[src/rtl/sdm_pkg.sv]
package sdm_pkg;
    // command encodings {cs_n, ras_n, cas_n, we_n}
    localparam logic [3:0] CMD_MRW = 4'h0;
    localparam logic [3:0] CMD_ACT = 4'h3;
    localparam logic [3:0] CMD_RD = 4'h5;
    localparam logic [3:0] CMD_WR = 4'h4;
    localparam logic [1:0] BA_MR = 2'h0;
    localparam logic [1:0] BA_EMR1 = 2'h1;
    localparam logic [1:0] BA_EMR2 = 2'h2;
    localparam logic [1:0] BA_EMR3 = 2'h3;
    // mode register field positions; AP_BIT is the column address bit for auto precharge
    localparam int BL_LSB = 0;
    localparam int BT_BIT = 3;
    localparam int CL_LSB = 4;
    localparam int TM_BIT = 7;
    localparam int DLLR_BIT = 8;
    localparam int WR_LSB = 9;
    localparam int AP_BIT = 10;
    localparam logic [2:0] BL_FOUR = 3'h2;
    localparam logic [2:0] BL_EIGHT = 3'h3;
    localparam logic [3:0] BEATS_FOUR = 4'h4;
    localparam logic [3:0] BEATS_EIGHT = 4'h8;
    localparam logic [12:0] MR_RESET = 13'h0000;
    localparam logic [12:0] EMR_RESET = 13'h0000;
endpackage

[src/rtl/sdm_mode_reg.sv]
module sdm_mode_reg #(
    parameter int ROW_W = 13,
    parameter int COL_W = 10,
    parameter int DLL_LOCK_CYC = 200
) (
    input wire logic clk,
    input wire logic reset,
    input wire logic cke,
    input wire logic cs_n,
    input wire logic ras_n,
    input wire logic cas_n,
    input wire logic we_n,
    input wire logic [1:0] ba,
    input wire logic [ROW_W-1:0] addr,
    output logic [ROW_W-1:0] mode_reg,
    output logic [ROW_W-1:0] ext_mode1_reg,
    output logic [ROW_W-1:0] ext_mode2_reg,
    output logic [ROW_W-1:0] ext_mode3_reg,
    output logic dll_reset_pulse,
    output logic dll_locked,
    output logic [1:0] open_bank,
    output logic [ROW_W-1:0] open_row,
    output logic burst_active,
    output logic burst_write,
    output logic [COL_W-1:0] burst_col,
    output logic auto_precharge,
    output logic [2:0] cas_latency,
    output logic [2:0] write_recovery
);
    typedef enum logic [1:0] {
        SDM_IDLE = 2'b01,
        SDM_BURST = 2'b10
    } sdm_state_t;

    localparam logic [7:0] LOCK_CNT = 8'(DLL_LOCK_CYC);

    logic [3:0] cmd;
    logic mr_wr, act, rd, wr;
    logic [ROW_W-1:0] mr_next, emr1_next, emr2_next, emr3_next;
    logic [1:0] bank_next;
    logic [ROW_W-1:0] row_next;
    logic [7:0] lock_reg, lock_next;
    logic locked_reg, locked_next, dllp_next;
    sdm_state_t state_reg, state_next;
    logic [2:0] beat_reg, beat_next;
    logic [COL_W-1:0] start_reg, start_next;
    logic write_reg, write_next, ap_reg, ap_next;
    logic eight_reg, eight_next, il_reg, il_next;
    logic [COL_W-1:0] col_w;
    logic [2:0] last_beat;

    assign cmd = {cs_n, ras_n, cas_n, we_n};
    // commands count only when clock enable is high
    assign mr_wr = cke && (cmd == sdm_pkg::CMD_MRW);
    assign act = cke && (cmd == sdm_pkg::CMD_ACT);
    assign rd = cke && (cmd == sdm_pkg::CMD_RD);
    assign wr = cke && (cmd == sdm_pkg::CMD_WR);

    always_comb
    begin
        mr_next = mode_reg;
        emr1_next = ext_mode1_reg;
        emr2_next = ext_mode2_reg;
        emr3_next = ext_mode3_reg;
        dllp_next = 1'b0;
        // whole word replaced, no partial update; array untouched
        if (mr_wr && ba == sdm_pkg::BA_MR)
        begin
            mr_next = addr;
            dllp_next = addr[sdm_pkg::DLLR_BIT];
        end
        else if (mr_wr && ba == sdm_pkg::BA_EMR1)
        begin
            emr1_next = addr;
        end
        else if (mr_wr && ba == sdm_pkg::BA_EMR2)
        begin
            emr2_next = addr;
        end
        else if (mr_wr && ba == sdm_pkg::BA_EMR3)
        begin
            emr3_next = addr;
        end
    end

    always_ff @(posedge clk)
    begin
        if (reset)
        begin
            mode_reg <= sdm_pkg::MR_RESET;
            ext_mode1_reg <= sdm_pkg::EMR_RESET;
            ext_mode2_reg <= sdm_pkg::EMR_RESET;
            ext_mode3_reg <= sdm_pkg::EMR_RESET;
            dll_reset_pulse <= 1'b0;
        end
        else
        begin
            mode_reg <= mr_next;
            ext_mode1_reg <= emr1_next;
            ext_mode2_reg <= emr2_next;
            ext_mode3_reg <= emr3_next;
            dll_reset_pulse <= dllp_next;
        end
    end

    // lock counter restarts on each dll reset write
    always_comb
    begin
        lock_next = lock_reg;
        locked_next = locked_reg;
        if (dllp_next)
        begin
            lock_next = LOCK_CNT;
            locked_next = 1'b0;
        end
        else if (lock_reg != 8'h00)
        begin
            lock_next = lock_reg - 8'h01;
            locked_next = (lock_reg == 8'h01);
        end
    end

    always_ff @(posedge clk)
    begin
        if (reset)
        begin
            lock_reg <= 8'h00;
            locked_reg <= 1'b0;
        end
        else
        begin
            lock_reg <= lock_next;
            locked_reg <= locked_next;
        end
    end
    assign dll_locked = locked_reg;

    // whole-cycle latency only; half-cycle codes do not exist here
    assign cas_latency = mode_reg[sdm_pkg::CL_LSB +: 3];
    assign write_recovery = mode_reg[sdm_pkg::WR_LSB +: 3];

    always_comb
    begin
        bank_next = open_bank;
        row_next = open_row;
        if (act)
        begin
            bank_next = ba;
            row_next = addr;
        end
    end

    always_ff @(posedge clk)
    begin
        if (reset)
        begin
            open_bank <= 2'h0;
            open_row <= '0;
        end
        else
        begin
            open_bank <= bank_next;
            open_row <= row_next;
        end
    end

    assign last_beat = eight_reg ? 3'h7 : 3'h3;

    always_comb
    begin
        state_next = state_reg;
        beat_next = beat_reg;
        start_next = start_reg;
        write_next = write_reg;
        ap_next = ap_reg;
        eight_next = eight_reg;
        il_next = il_reg;
        case (state_reg)
            SDM_IDLE:
            begin
                if (rd || wr)
                begin
                    state_next = SDM_BURST;
                    beat_next = 3'h0;
                    start_next = addr[COL_W-1:0];
                    ap_next = addr[sdm_pkg::AP_BIT];
                    write_next = wr;
                    eight_next = (mode_reg[sdm_pkg::BL_LSB +: 3]
                                  == sdm_pkg::BL_EIGHT);
                    il_next = mode_reg[sdm_pkg::BT_BIT];
                end
            end
            SDM_BURST:
            begin
                if (beat_reg == last_beat)
                begin
                    state_next = SDM_IDLE;
                end
                else
                begin
                    beat_next = beat_reg + 3'h1;
                end
            end
            default:
            begin
                state_next = SDM_IDLE;
            end
        endcase
    end

    always_ff @(posedge clk)
    begin
        if (reset)
        begin
            state_reg <= SDM_IDLE;
            beat_reg <= 3'h0;
            start_reg <= '0;
            write_reg <= 1'b0;
            ap_reg <= 1'b0;
            eight_reg <= 1'b0;
            il_reg <= 1'b0;
        end
        else
        begin
            state_reg <= state_next;
            beat_reg <= beat_next;
            start_reg <= start_next;
            write_reg <= write_next;
            ap_reg <= ap_next;
            eight_reg <= eight_next;
            il_reg <= il_next;
        end
    end

    sdm_burst_seq #(.COL_W(COL_W)) u_seq (
        .start_col(start_reg),
        .interleave(il_reg),
        .eight(eight_reg),
        .beat(beat_reg),
        .col(col_w)
    );

    assign burst_active = (state_reg == SDM_BURST);
    assign burst_write = write_reg;
    assign burst_col = col_w;
    assign auto_precharge = ap_reg;

    a_mr_capture: assert property (@(posedge clk) disable iff (reset)
        mr_wr && ba == sdm_pkg::BA_MR |=> mode_reg == $past(addr))
        else $error("mode register not captured");
    a_emr2_capture: assert property (@(posedge clk) disable iff (reset)
        mr_wr && ba == sdm_pkg::BA_EMR2 |=> ext_mode2_reg == $past(addr))
        else $error("extended register 2 not captured");
    a_lock_wait: assert property (@(posedge clk) disable iff (reset)
        dll_reset_pulse |-> !dll_locked [*8])
        else $error("dll locked too early");
    a_lock_done: assert property (@(posedge clk) disable iff (reset)
        dll_reset_pulse
        |-> ##[1:DLL_LOCK_CYC] (dll_locked || dll_reset_pulse))
        else $error("dll lock not reached");
    a_row_open: assert property (@(posedge clk) disable iff (reset)
        act |=> open_row == $past(addr) && open_bank == $past(ba))
        else $error("active row not latched");
    a_burst_len: assert property (@(posedge clk) disable iff (reset)
        $rose(burst_active) && !eight_reg |-> burst_active [*4]
        ##1 !burst_active)
        else $error("burst of four wrong length");
    a_burst_start: assert property (@(posedge clk) disable iff (reset)
        $rose(burst_active) |-> burst_col == $past(addr[COL_W-1:0]))
        else $error("burst does not start at column");
    a_ap_flag: assert property (@(posedge clk) disable iff (reset)
        (rd || wr) && !burst_active
        |=> auto_precharge == $past(addr[sdm_pkg::AP_BIT]))
        else $error("auto precharge flag lost");
    c_mr_write: cover property (@(posedge clk) mr_wr);
    c_dll_lock: cover property (@(posedge clk) $rose(dll_locked));
    c_burst8: cover property (@(posedge clk) burst_active && eight_reg);
endmodule

[src/rtl/sdm_burst_seq.sv]
module sdm_burst_seq #(
    parameter int COL_W = 10
) (
    input wire logic [COL_W-1:0] start_col,
    input wire logic interleave,
    input wire logic eight,
    input wire logic [2:0] beat,
    output logic [COL_W-1:0] col
);
    logic [2:0] low;
    always_comb
    begin
        // wrap inside the aligned 4 or 8 block, sequential or interleaved
        if (interleave)
        begin
            low = start_col[2:0] ^ beat;
        end
        else
        begin
            low = start_col[2:0] + beat;
        end
        if (eight)
        begin
            col = {start_col[COL_W-1:3], low};
        end
        else
        begin
            col = {start_col[COL_W-1:2], low[1:0]};
        end
    end
endmodule

[config.mk]
export PLATFORM = sky130hd
export DESIGN_NAME = sdm_mode_reg
export DESIGN_NICKNAME = d
export VERILOG_FILES = /design/src/rtl/sdm_pkg.sv /design/src/rtl/sdm_mode_reg.sv /design/src/rtl/sdm_burst_seq.sv
export SDC_FILE = /design/constraint.sdc
export NUM_CORES = 1
export LEC_CHECK = 0
export BUFFER_PORTS_ARGS = -buffer_cell sky130_fd_sc_hd__buf_4
export CAP_MARGIN = 20
export CELL_PAD_IN_SITES_DETAIL_PLACEMENT = 2
export CELL_PAD_IN_SITES_GLOBAL_PLACEMENT = 2
export CORE_MARGIN = 4
export CORE_UTILIZATION = 27
export CTS_CLUSTER_DIAMETER = 150
export DETAILED_ROUTE_END_ITERATION = 7
export HOLD_SLACK_MARGIN = 0.08
export PLACE_DENSITY = 0.77
export RECOVER_POWER = 50
export SYNTH_ARGS = -nofsm -noshare
export SYNTH_HDL_FRONTEND = slang
export SYNTH_SLANG_ARGS = --single-unit
[constraint.sdc]
create_clock -name clk -period 1.75 [get_ports clk]
set_input_delay 0.0875 -clock clk [delete_from_list [all_inputs] [get_ports clk]]
set_output_delay 0.0875 -clock clk [all_outputs]
set_load 0.1 [all_outputs]
# Yosys cells after proc, flatten, opt, wreduce, memory -nomap -nowiden
# Index checks and enable logic that the tools add are counted.
classes:
  add_sub_neg: 3
  eq_ne: 14
  muxes: 12
  bitwise_logic: 4
  n_reduce_logical: 21
ops:
  columns: ["op", "count"]
  rows:
  - ["2-to-1 mux 8 bit", 2]
  - ["2-to-1 mux 3 bit", 5]
  - ["== test 4 x 3 -> 1 bit, second input constant", 2]
  - ["== test 8 x 1 -> 1 bit, second input constant", 1]
  - ["logical AND 1 bit", 8]
  - ["nonzero test 8 bit", 1]
  - ["subtractor 8 x 1 -> 8 bit, second input constant", 1]
  - ["== test 2 bit, second input constant", 3]
  - ["one-hot mux 3 bit (2 select lines)", 1]
  - ["AND reduction 2 bit", 3]
  - ["AND reduction 3 bit", 2]
  - ["== test 2 x 1 -> 1 bit, second input constant", 2]
  - ["== test 4 x 2 -> 1 bit, second input constant", 1]
  - ["zero test 4 bit", 1]
  - ["2-to-1 mux 2 bit", 2]
  - ["!= test 2 bit, second input constant", 2]
  - ["one-hot mux 2 bit (2 select lines)", 1]
  - ["AND reduction 4 bit", 1]
  - ["nonzero test 2 bit", 2]
  - ["adder 3 x 1 -> 3 bit, second input constant", 1]
  - ["adder 3 bit", 1]
  - ["== test 3 x 2 -> 1 bit, second input constant", 1]
  - ["== test 3 bit", 1]
  - ["inverter 1 bit", 3]
  - ["6 further kinds", 6]
totals:
  reg_bits: 96
  in_bits: 22
  wordCells: 71

# Longest topological paths before layout
# Gate-level depths: netlist of run 1.
logic_depth:
  ltp_word: 5
  mapped_depth: 7

# Hierarchy
# A second synthesis of run 1 with hierarchy kept.
unflattened:
  cells_unflattened: 445
  area_unflattened_um2: 3752.3
modules_own_cells:
  columns: ["module", "instances", "cells_each", "area_each_um2"]
  rows:
  - ["sdm_mode_reg", 1, 425, 3599.7]
  - ["sdm_burst_seq", 1, 20, 152.6]

# Worst setup path after synthesis of run 1
# OpenSTA, ideal clock, no wires.
synth_timing:
  path_type: "register to output"
  startpoint: "reg beat_reg[0]"
  endpoint: "out burst_col[2]"
  arrival_time_ns: 2.701
  required_time_ns: 1.662
  setup_slack_ns: -1.039
  stages_incl_launch_ff: 7
  path_buffers: 0
  cell_sequence: "dfxtp_1 > ha_1 > fa_1 > nand2b_1 > xnor2_1 > nand2_1 > xnor2_1"
synth_between:
  elab_chain_len: 3
synth_lines:
  columns: ["element", "line_no", "text"]
  rows:
  - ["start: declaration", "sdm_mode_reg.sv:45", "logic [2:0] beat_reg, beat_next;"]
  - ["start signal: assignment", "sdm_mode_reg.sv:226", "beat_reg <= beat_next;"]
  - ["adder 3 bit", "sdm_burst_seq.sv:20", "low = start_col[2:0] + beat;"]
  - ["2-to-1 mux 3 bit", "sdm_burst_seq.sv:14", "if (interleave)"]
  - ["2-to-1 mux 3 bit", "sdm_burst_seq.sv:22", "if (eight)"]
  - ["end: declaration", "sdm_mode_reg.sv:25", "output logic [COL_W-1:0] burst_col,"]
# Every way passes these cells.

# Worst setup path after layout of run 1
# Ends and elaborated chain as after synthesis.

==> metrics.txt, run 1 <==
# TYPE chip_impl_metric gauge
chip_impl_metric{name="post-place-cells",unit=""} 683
chip_impl_info{name="critical_path.reg2reg.startpoint",value="lock_reg[3]$_SDFFE_PP0P_"} 1
chip_impl_metric{name="postRouteWirelength",unit="µm"} 12830
chip_impl_metric{name="via_count_of_the_first_global_routing_pass",unit=""} 3749
chip_impl_metric{name="power_switching_share",unit="%"} 28.62
chip_impl_metric{name="layout_setup_ws",unit="ns"} -0.1850
chip_impl_metric{name="synth_enable_flop_cells",unit=""} 0
chip_impl_info{name="path_class",value="reg -> out"} 1
chip_impl_info{name="setup_repair_after_global_routing_missed_its_margin",value="yes"} 1
chip_impl_metric{name="whs",unit="ns"} 0.2179
chip_impl_metric{name="power_density",unit="nW/µm²"} 1044
chip_impl_metric{name="maximum_number_of_pins_on_one_net_before_global_route_repair",unit=""} 54
chip_impl_metric{name="timing.final.hold_violations",unit=""} 0
chip_impl_metric{name="fp-row-count",unit=""} 42
chip_impl_metric{name="setup_viol_count_final",unit=""} 2
chip_impl_metric{name="cts.sinks",unit=""} 96
chip_impl_info{name="clock_tree.root_cell",value="clkbuf_16"} 1
chip_impl_metric{name="pwr-share-comb",unit="%"} 16.9
chip_impl_metric{name="finish.instance_area",unit="µm²"} 5124
chip_impl_metric{name="portBuffers",unit=""} 109
chip_impl_metric{name="cp_max_fo",unit=""} 2
chip_impl_metric{name="tightest_slew",unit="ns"} 0.6025
chip_impl_info{name="synth.top_cells.by_count",value="96 x dfxtp_1, 87 x nand2_1, 53 x nor2_1"} 1
chip_impl_metric{name="global_route_wire_length_before_repair",unit="µm"} 20570
chip_impl_metric{name="clock_tree.htree_level_count",unit=""} 3
chip_impl_metric{name="ffs_w_async_s_r_synth",unit="%"} 0
chip_impl_info{name="timing.critical_path.to_type",value="primary output"} 1
chip_impl_info{name="critical-path-slowest-cell",value="fa_2"} 1
chip_impl_metric{name="yosys_register_bits",unit=""} 96
chip_impl_metric{name="synth_nets",unit=""} 444
chip_impl_metric{name="initial_antenna_violation_count",unit=""} 0
chip_impl_info{name="netlist.top_cell.by_area",value="dfxtp_1"} 1
chip_impl_info{name="violations",value="negative setup slack"} 1
chip_impl_metric{name="critical-path-max-stage-delay",unit="ns"} 0.35
chip_impl_metric{name="vdd.ir_drop.worst",unit="mV"} 0.4312
chip_impl_metric{name="wl_per_cell",unit="µm"} 17.94
chip_impl_metric{name="drtIter0Drc",unit=""} 123
chip_impl_metric{name="detailedPlacementHpwl",unit="µm"} 9213
chip_impl_metric{name="post_synth_inst_count",unit=""} 415
chip_impl_metric{name="sequential_area_share_after_synthesis",unit="%"} 51.11
chip_impl_metric{name="yosysTopAreaCellShare",unit="%"} 51.11
chip_impl_metric{name="max-clock-path-buffers",unit=""} 2
chip_impl_metric{name="area.growth.synth_to_final",unit="%"} 36.27
chip_impl_metric{name="finalCritPeriodShare",unit="%"} 110.6
chip_impl_info{name="synth.most_common_cell",value="dfxtp_1"} 1
chip_impl_metric{name="avgViaCountPerCell",unit=""} 4.720
chip_impl_metric{name="timing.clock.skew",unit="ns"} 0.005956
chip_impl_metric{name="postRouteAntennaNets",unit=""} 0
chip_impl_metric{name="drive_above_1_share",unit="%"} 30.06
chip_impl_metric{name="floorplan.die_area",unit="µm²"} 15880
chip_impl_metric{name="die_w",unit="µm"} 126.0
chip_impl_info{name="holdPathEnd",value="ext_mode2_reg[8]$_SDFFE_PP0P_"} 1
chip_impl_metric{name="drt_drc_violations_left",unit=""} 0
chip_impl_metric{name="sequential_cell_fraction_of_total_power",unit="%"} 44.2
chip_impl_metric{name="synthDistinctLibCells",unit=""} 40
chip_impl_metric{name="yosysWarningCount",unit=""} 0
chip_impl_metric{name="internal_power",unit="mW"} 3.818
chip_impl_metric{name="place.gp.congestion",unit=""} 0.7739
chip_impl_metric{name="maxSlewHeadroom",unit="%"} 59.83
chip_impl_metric{name="post_synth_instance_area",unit="µm²"} 3760
chip_impl_info{name="crit-reg2reg-capture",value="dll_locked$_SDFFE_PP0P_"} 1
chip_impl_metric{name="fmax",unit="GHz"} 0.5168
chip_impl_metric{name="postSynthAreaPerCell",unit="µm²"} 9.060
chip_impl_metric{name="hold-path-cell-count",unit=""} 2
chip_impl_metric{name="drt_pass1_iterations",unit=""} 3
chip_impl_metric{name="power.net_switching",unit="mW"} 1.531
chip_impl_metric{name="floorplan.die.height",unit="µm"} 126.0
chip_impl_metric{name="placeableCoreArea",unit="µm²"} 13450
chip_impl_metric{name="global_route.usage.total",unit="%"} 16.47
chip_impl_metric{name="route.vias.total",unit=""} 3375
chip_impl_metric{name="max_cap_violations",unit=""} 0
chip_impl_metric{name="start_util",unit="%"} 27.95
chip_impl_info{name="hold_path_class",value="in -> reg"} 1
chip_impl_metric{name="dpl-instance-area",unit="µm²"} 4785
chip_impl_metric{name="finalWorstPathRequiredPeriod",unit="ns"} 1.935
chip_impl_info{name="run_status",value="finished, violations left"} 1
chip_impl_info{name="worst_hold_startpoint",value="reset"} 1
chip_impl_metric{name="post-cts-setup-buffer-count",unit=""} 0
chip_impl_metric{name="worstSkewPairLatency",unit="ns"} 0.35
chip_impl_info{name="setup.worst_path.start_class",value="flip-flop"} 1
chip_impl_metric{name="stdcell_count",unit=""} 715
chip_impl_info{name="path_cells",value="ha_4 > fa_2 > nand2b_4 > xnor2_2 > nand2_2 > xnor2_4 > buf_12"} 1
chip_impl_info{name="dominantRegCellSynth",value="dfxtp_1"} 1
chip_impl_metric{name="insertedDiodeCount",unit=""} 0
chip_impl_metric{name="cts-buffers-inserted",unit=""} 9
chip_impl_info{name="cts_tree",value="done"} 1
chip_impl_metric{name="design.final.nets",unit=""} 563
chip_impl_metric{name="io_pins",unit=""} 110
chip_impl_metric{name="clock_power_share",unit="%"} 38.9
chip_impl_metric{name="worstPathRequired",unit="ns"} 1.66
chip_impl_metric{name="r2r_setup_slk",unit="ns"} 0.14
chip_impl_metric{name="power.leakage",unit="nW"} 2.290
chip_impl_info{name="ys_top_cells_by_area",value="dfxtp_1 51%, mux2i_1 11%, nand2_1 8.7%, a21oi_1 5.7%, nor2_1 5.3%"} 1
chip_impl_metric{name="cts.clk_slew.worst_paths",unit="ns"} 0.07
chip_impl_metric{name="grt_overflow",unit=""} 0
chip_impl_metric{name="post-route-util",unit="%"} 38.09
chip_impl_metric{name="arrival_time_reported_for_the_critical_path_endpoint",unit="ns"} 1.85
chip_impl_metric{name="rr_worst_depth",unit=""} 3
chip_impl_metric{name="final-max-slew-violation-count",unit=""} 0
[power groups by stage]
| stage | combinational, mW | sequential (mW) | clock [mW] |
|---|---|---|---|
| after floorplan | 0.472 | 2.49 | 0 |
| after CTS | 0.911 | 2.36 | 2.16 |
| after global routing | 1.00 | 2.38 | 2.25 |
| final | 0.901 | 2.36 | 2.08 |
| after detailed placement | 0.859 | 2.40 | 0 |
| after global placement | 0.817 | 2.39 | 0 |
[metrics by stage]
stage / TNS [ns] / total power [mW] / setup slack [ns]
finish: -0.2367 / 5.348 / -0.1850
global route: -0.3724 / 5.637 / -0.2569
CTS: -0.3903 / 5.432 / -0.2853
detailed placement: -3.734 / 3.262 / -0.1399
global placement: -2.382 / 3.210 / -0.09764
floorplan: -0.1314 / 2.963 / -0.1314
[kinds of logic (layout without fill, tap and decap cells)]
group,Yosys count,after routing,share of synthesized area [%]
buffers and inverters,39,163,5.990
adder cells (fa/ha/maj),7,7,2.529
flip-flops,96,96,51.11
multiplexers,44,44,11.75
XOR/XNOR,6,6,1.398
AND/OR/NAND/NOR,172,172,20.10
AO/OA/AOI/OAI,51,51,7.122
[worst max-delay path, delay by kind of cell, from the launching register on]
family	cells	cell delay (ns)
fa+ha+maj	2	0.50
flops	1	0.34
xor+xnor	2	0.28
simple gates	2	0.19
buf+inv	1	0.19
[what timing repair did]
action / CTS / global route
pin swaps: 3 / 2
gates resized for setup: 13 / 6
setup endpoints to repair: 7 / 8
hold buffers: 16 / 0
hold endpoints to repair: 70 / 0
gates cloned: 0 / 0
[cell usage in the layout (no fill, tap or decap), types with 2 or more instances in the layout]
cell type | netlist | layout
or4_1 | 3 | 3
nor2_1 | 53 | 53
a211oi_1 | 2 | 2
mux2i_1 | 43 | 43
o21ai_0 | 2 | 2
inv_1 | 3 | 3
nor4_2 | 0 | 2
a21oi_1 | 43 | 43
xnor2_1 | 5 | 3
a31oi_1 | 2 | 2
nor3_1 | 3 | 3
buf_12 | 1 | 4
nand4b_1 | 2 | 2
clkbuf_2 | 0 | 84
dlygate4sd3_1 | 0 | 16
nand3b_1 | 3 | 3
clkbuf_16 | 0 | 9
nand3_1 | 3 | 3
dfxtp_1 | 96 | 93
nand2_2 | 0 | 2
ha_1 | 6 | 5
inv_6 | 0 | 2
dfxtp_2 | 0 | 3
clkbuf_8 | 0 | 2
nand2_1 | 87 | 85
buf_4 | 14 | 38
[layout make-up]
cell class,count,area [µm²]
Fill cell,1542,8329
Sequential cell,96,1926
Multi-Input combinational cell,280,1695
Timing Repair Buffer,144,957.2
Clock buffer,11,252.7
Tap cell,176,220.2
Clock inverter,5,61.31
Inverter,3,11.26
[worst max-delay path by stage]
stage | slack (ns) | from | endpoint | cells past startpoint
final | -0.19 | beat_reg[0]$_SDFFE_PP0P_ | burst_col[2] | 7
after CTS | -0.29 | beat_reg[0]$_SDFFE_PP0P_ | burst_col[2] | 7
after detailed placement | -0.14 | we_n | mode_reg[4]$_SDFFE_PP0P_ | 5
after global placement | -0.1 | we_n | ext_mode1_reg[11]$_SDFFE_PP0P_ | 6
after floorplan | -0.13 | beat_reg[0]$_SDFFE_PP0P_ | burst_col[2] | 6
after global routing | -0.26 | beat_reg[0]$_SDFFE_PP0P_ | burst_col[2] | 7
[per-layer routing]
layer | part of all wire (%) | wire length (µm) | vias to the layer above | track usage [%]
met5 | 0 | 0 | - | 0
met4 | 1.7 | 217 | 0 | 6.435
met3 | 5.6 | 724 | 12 | 4.445
met2 | 51 | 6583 | 71 | 28.95
met1 | 41 | 5301 | 1684 | 19.02
li1 | - | - | 1608 | -
No activity file was read; power rests on OpenSTA's default activity.
==> run 2, diff against run 1 <==
Settings changed: CORE_MARGIN 4 to default, TNS_END_PERCENT from default to 30.
==> metrics.txt, run 2 (synthesis results as in run 1) <==
# TYPE chip_impl_metric gauge
chip_impl_info{name="timing.critical_path.to_type",value="primary output"} 1
chip_impl_metric{name="place.gp.congestion",unit=""} 0.7850
chip_impl_metric{name="maxSlewHeadroom",unit="%"} 53.81
chip_impl_metric{name="tightest_slew",unit="ns"} 0.6928
chip_impl_metric{name="m1WireLength",unit="µm"} 5391
chip_impl_metric{name="ff_latch_area",unit="µm²"} 1924
chip_impl_metric{name="cts.sinks",unit=""} 96
chip_impl_metric{name="power.total",unit="mW"} 5.338
chip_impl_metric{name="worstSkewPairLatency",unit="ns"} 0.35
chip_impl_metric{name="timing.final.hold_violations",unit=""} 0
chip_impl_metric{name="clock_tree.htree_level_count",unit=""} 3
chip_impl_metric{name="final-max-slew-violation-count",unit=""} 0
chip_impl_metric{name="path_buf_inv",unit=""} 1
chip_impl_metric{name="global_route.usage.total",unit="%"} 18.36
chip_impl_metric{name="max-clock-path-buffers",unit=""} 2
chip_impl_metric{name="worstPathRequired",unit="ns"} 1.66
chip_impl_metric{name="postRouteAntennaNets",unit=""} 0
chip_impl_metric{name="critical-path-max-stage-delay",unit="ns"} 0.35
chip_impl_metric{name="floorplan.die.height",unit="µm"} 120.0
chip_impl_info{name="cts_tree",value="done"} 1
chip_impl_metric{name="via_count_of_the_first_global_routing_pass",unit=""} 3594
chip_impl_metric{name="drt_pass1_iterations",unit=""} 4
chip_impl_metric{name="timing.clock.skew",unit="ns"} 0.006909
chip_impl_metric{name="power_density",unit="nW/µm²"} 1045
chip_impl_info{name="commonest_non_fill_non_tap_cells_in_the_layout",value="94 x dfxtp_1, 85 x nand2_1, 84 x clkbuf_2"} 1
chip_impl_metric{name="route.vias.total",unit=""} 3356
chip_impl_info{name="clock_tree.root_cell",value="clkbuf_16"} 1
chip_impl_metric{name="wl_per_cell",unit="µm"} 17.81
chip_impl_metric{name="detailedPlacementHpwl",unit="µm"} 9084
chip_impl_metric{name="floorplan.die_area",unit="µm²"} 14400
chip_impl_info{name="violations",value="negative setup slack"} 1
chip_impl_metric{name="global_route_wire_length_before_repair",unit="µm"} 19750
chip_impl_info{name="setup_repair_after_global_routing_missed_its_margin",value="yes"} 1
chip_impl_metric{name="grt_overflow",unit=""} 0
chip_impl_metric{name="postRouteWirelength",unit="µm"} 12750
chip_impl_info{name="cpLargestDelayFamily",value="adder cells"} 1
chip_impl_metric{name="insertedDiodeCount",unit=""} 0
chip_impl_metric{name="maximum_number_of_pins_on_one_net_before_global_route_repair",unit=""} 64
chip_impl_metric{name="finalCritPeriodShare",unit="%"} 113.9
chip_impl_metric{name="placeableCoreArea",unit="µm²"} 13400
chip_impl_metric{name="setup_viol_count_final",unit=""} 2
chip_impl_metric{name="fp-row-count",unit=""} 42
chip_impl_metric{name="cts-buffers-inserted",unit=""} 9
chip_impl_info{name="run_status",value="finished, violations left"} 1
chip_impl_metric{name="multi_input_gate_area_in_the_final_layout",unit="µm²"} 1695
chip_impl_metric{name="start_util",unit="%"} 28.06
chip_impl_metric{name="max_cap_violations",unit=""} 0
chip_impl_info{name="final_common_cell",value="dfxtp_1"} 1
chip_impl_metric{name="design.final.nets",unit=""} 565
chip_impl_info{name="highest-signal-layer",value="met4"} 1
chip_impl_metric{name="drt_drc_violations_left",unit=""} 0
chip_impl_metric{name="arrival_time_reported_for_the_critical_path_endpoint",unit="ns"} 1.91
chip_impl_info{name="setup.worst_path.start_class",value="flip-flop"} 1
chip_impl_info{name="path_cells",value="ha_4 > fa_2 > nand2b_4 > xnor2_2 > nand2_2 > xnor2_4 > buf_12"} 1
chip_impl_metric{name="drive_above_1_share",unit="%"} 29.63
chip_impl_metric{name="cp_max_fo",unit=""} 2
chip_impl_metric{name="layout.filler_cells",unit=""} 1514
chip_impl_metric{name="io_pins",unit=""} 110
chip_impl_metric{name="area.growth.synth_to_final",unit="%"} 35.91
chip_impl_metric{name="drtIter0Drc",unit=""} 113
chip_impl_metric{name="power.leakage",unit="nW"} 2.277
chip_impl_metric{name="met2_wirelength",unit="µm"} 6475
chip_impl_metric{name="die_w",unit="µm"} 120.0
chip_impl_metric{name="layout_setup_ws",unit="ns"} -0.2428
chip_impl_info{name="path_class",value="reg -> out"} 1
chip_impl_metric{name="setup_total_neg_slack",unit="ns"} -0.3194
chip_impl_metric{name="portBuffers",unit=""} 109
chip_impl_info{name="hold_path_class",value="in -> reg"} 1
chip_impl_metric{name="avgViaCountPerCell",unit=""} 4.687
chip_impl_metric{name="cts.clk_slew.worst_paths",unit="ns"} 0.07
chip_impl_metric{name="vdd.ir_drop.worst",unit="mV"} 0.4409
chip_impl_metric{name="finalWorstPathRequiredPeriod",unit="ns"} 1.993
chip_impl_metric{name="initial_antenna_violation_count",unit=""} 0
chip_impl_info{name="critical-path-slowest-cell",value="fa_2"} 1
chip_impl_metric{name="post-cts-setup-buffer-count",unit=""} 0
chip_impl_metric{name="fmax",unit="GHz"} 0.5018
chip_impl_metric{name="met3_routed_wl",unit="µm"} 619
-- run 2: metal layers --
layer | GRT usage, % | vias to the layer above
met4 | 8.281 | 0
met3 | 4.230 | 13
met1 | 21.69 | 1663
met2 | 31.43 | 75
met5 | 0 | -
li1 | - | 1605
-- run 2: power by group --
group / total [mW] / switching (mW) / leakage (nW) / internal [mW]
Combinational: 0.911 / 0.565 / 1.36 / 0.346
Clock: 2.07 / 0.885 / 0.144 / 1.18
Sequential: 2.36 / 0.0899 / 0.777 / 2.27
-- run 2: final timing paths --
| check | startpoint | endpoint | slack [ns] | depth (start not counted) |
|---|---|---|---|---|
| setup / recovery | beat_reg[0]$_SDFFE_PP0P_ | burst_col[2] | -0.24 | 7 |
| hold reg to reg | open_row[7]$_SDFFE_PP0P_ | open_row[7]$_SDFFE_PP0P_ | 0.46 | 2 |
| hold / removal | reset | dll_reset_pulse$_SDFF_PP0_ | 0.26 | 2 |
| setup reg to reg | lock_reg[1]$_SDFFE_PP0P_ | lock_reg[6]$_SDFFE_PP0P_ | 0.06 | 5 |
-- run 2: repair_timing --
item | 4_1_cts | 5_1_grt
hold buffers | 16 | 0
pin swaps | 3 | 2
endpoints found under the setup margin | 7 | 4
hold endpoints to repair | 63 | 0
resized for setup | 13 | 5
-- run 2: worst reg2reg max path, stage by stage, from the launching register on --
cell	delay (ns)
dfxtp_1	0.44
inv_1	0.10
ha_1	0.23
nor4b_2	0.19
or4_1	0.48
a31oi_1	0.17
-- run 2: through the flow --
step           cell area [µm²]  hold WS (ns)  util, %  std cells  setup WS [ns]
3_3_place_gp              4787        0.3861    35.72        685       -0.08980
3_5_place_dp              4787        0.3913    35.72        685        -0.1658
2_1_floorplan             3786        0.1836        -        415        -0.1314
4_1_cts                   5299        0.2612    39.54        716        -0.3055
5_1_grt                   5110        0.2871    38.13        716        -0.3011
6_report                  5110        0.2625    38.13        716        -0.2428
-- run 2: final cells by class --
cell class	count	share of cell area, %
multi-input combinational	280	33.18
tap	176	4.309
clock inverter	4	1.053
inverter	3	0.2204
timing repair buffer	146	18.63
clock buffer	11	4.946
sequential	96	37.66
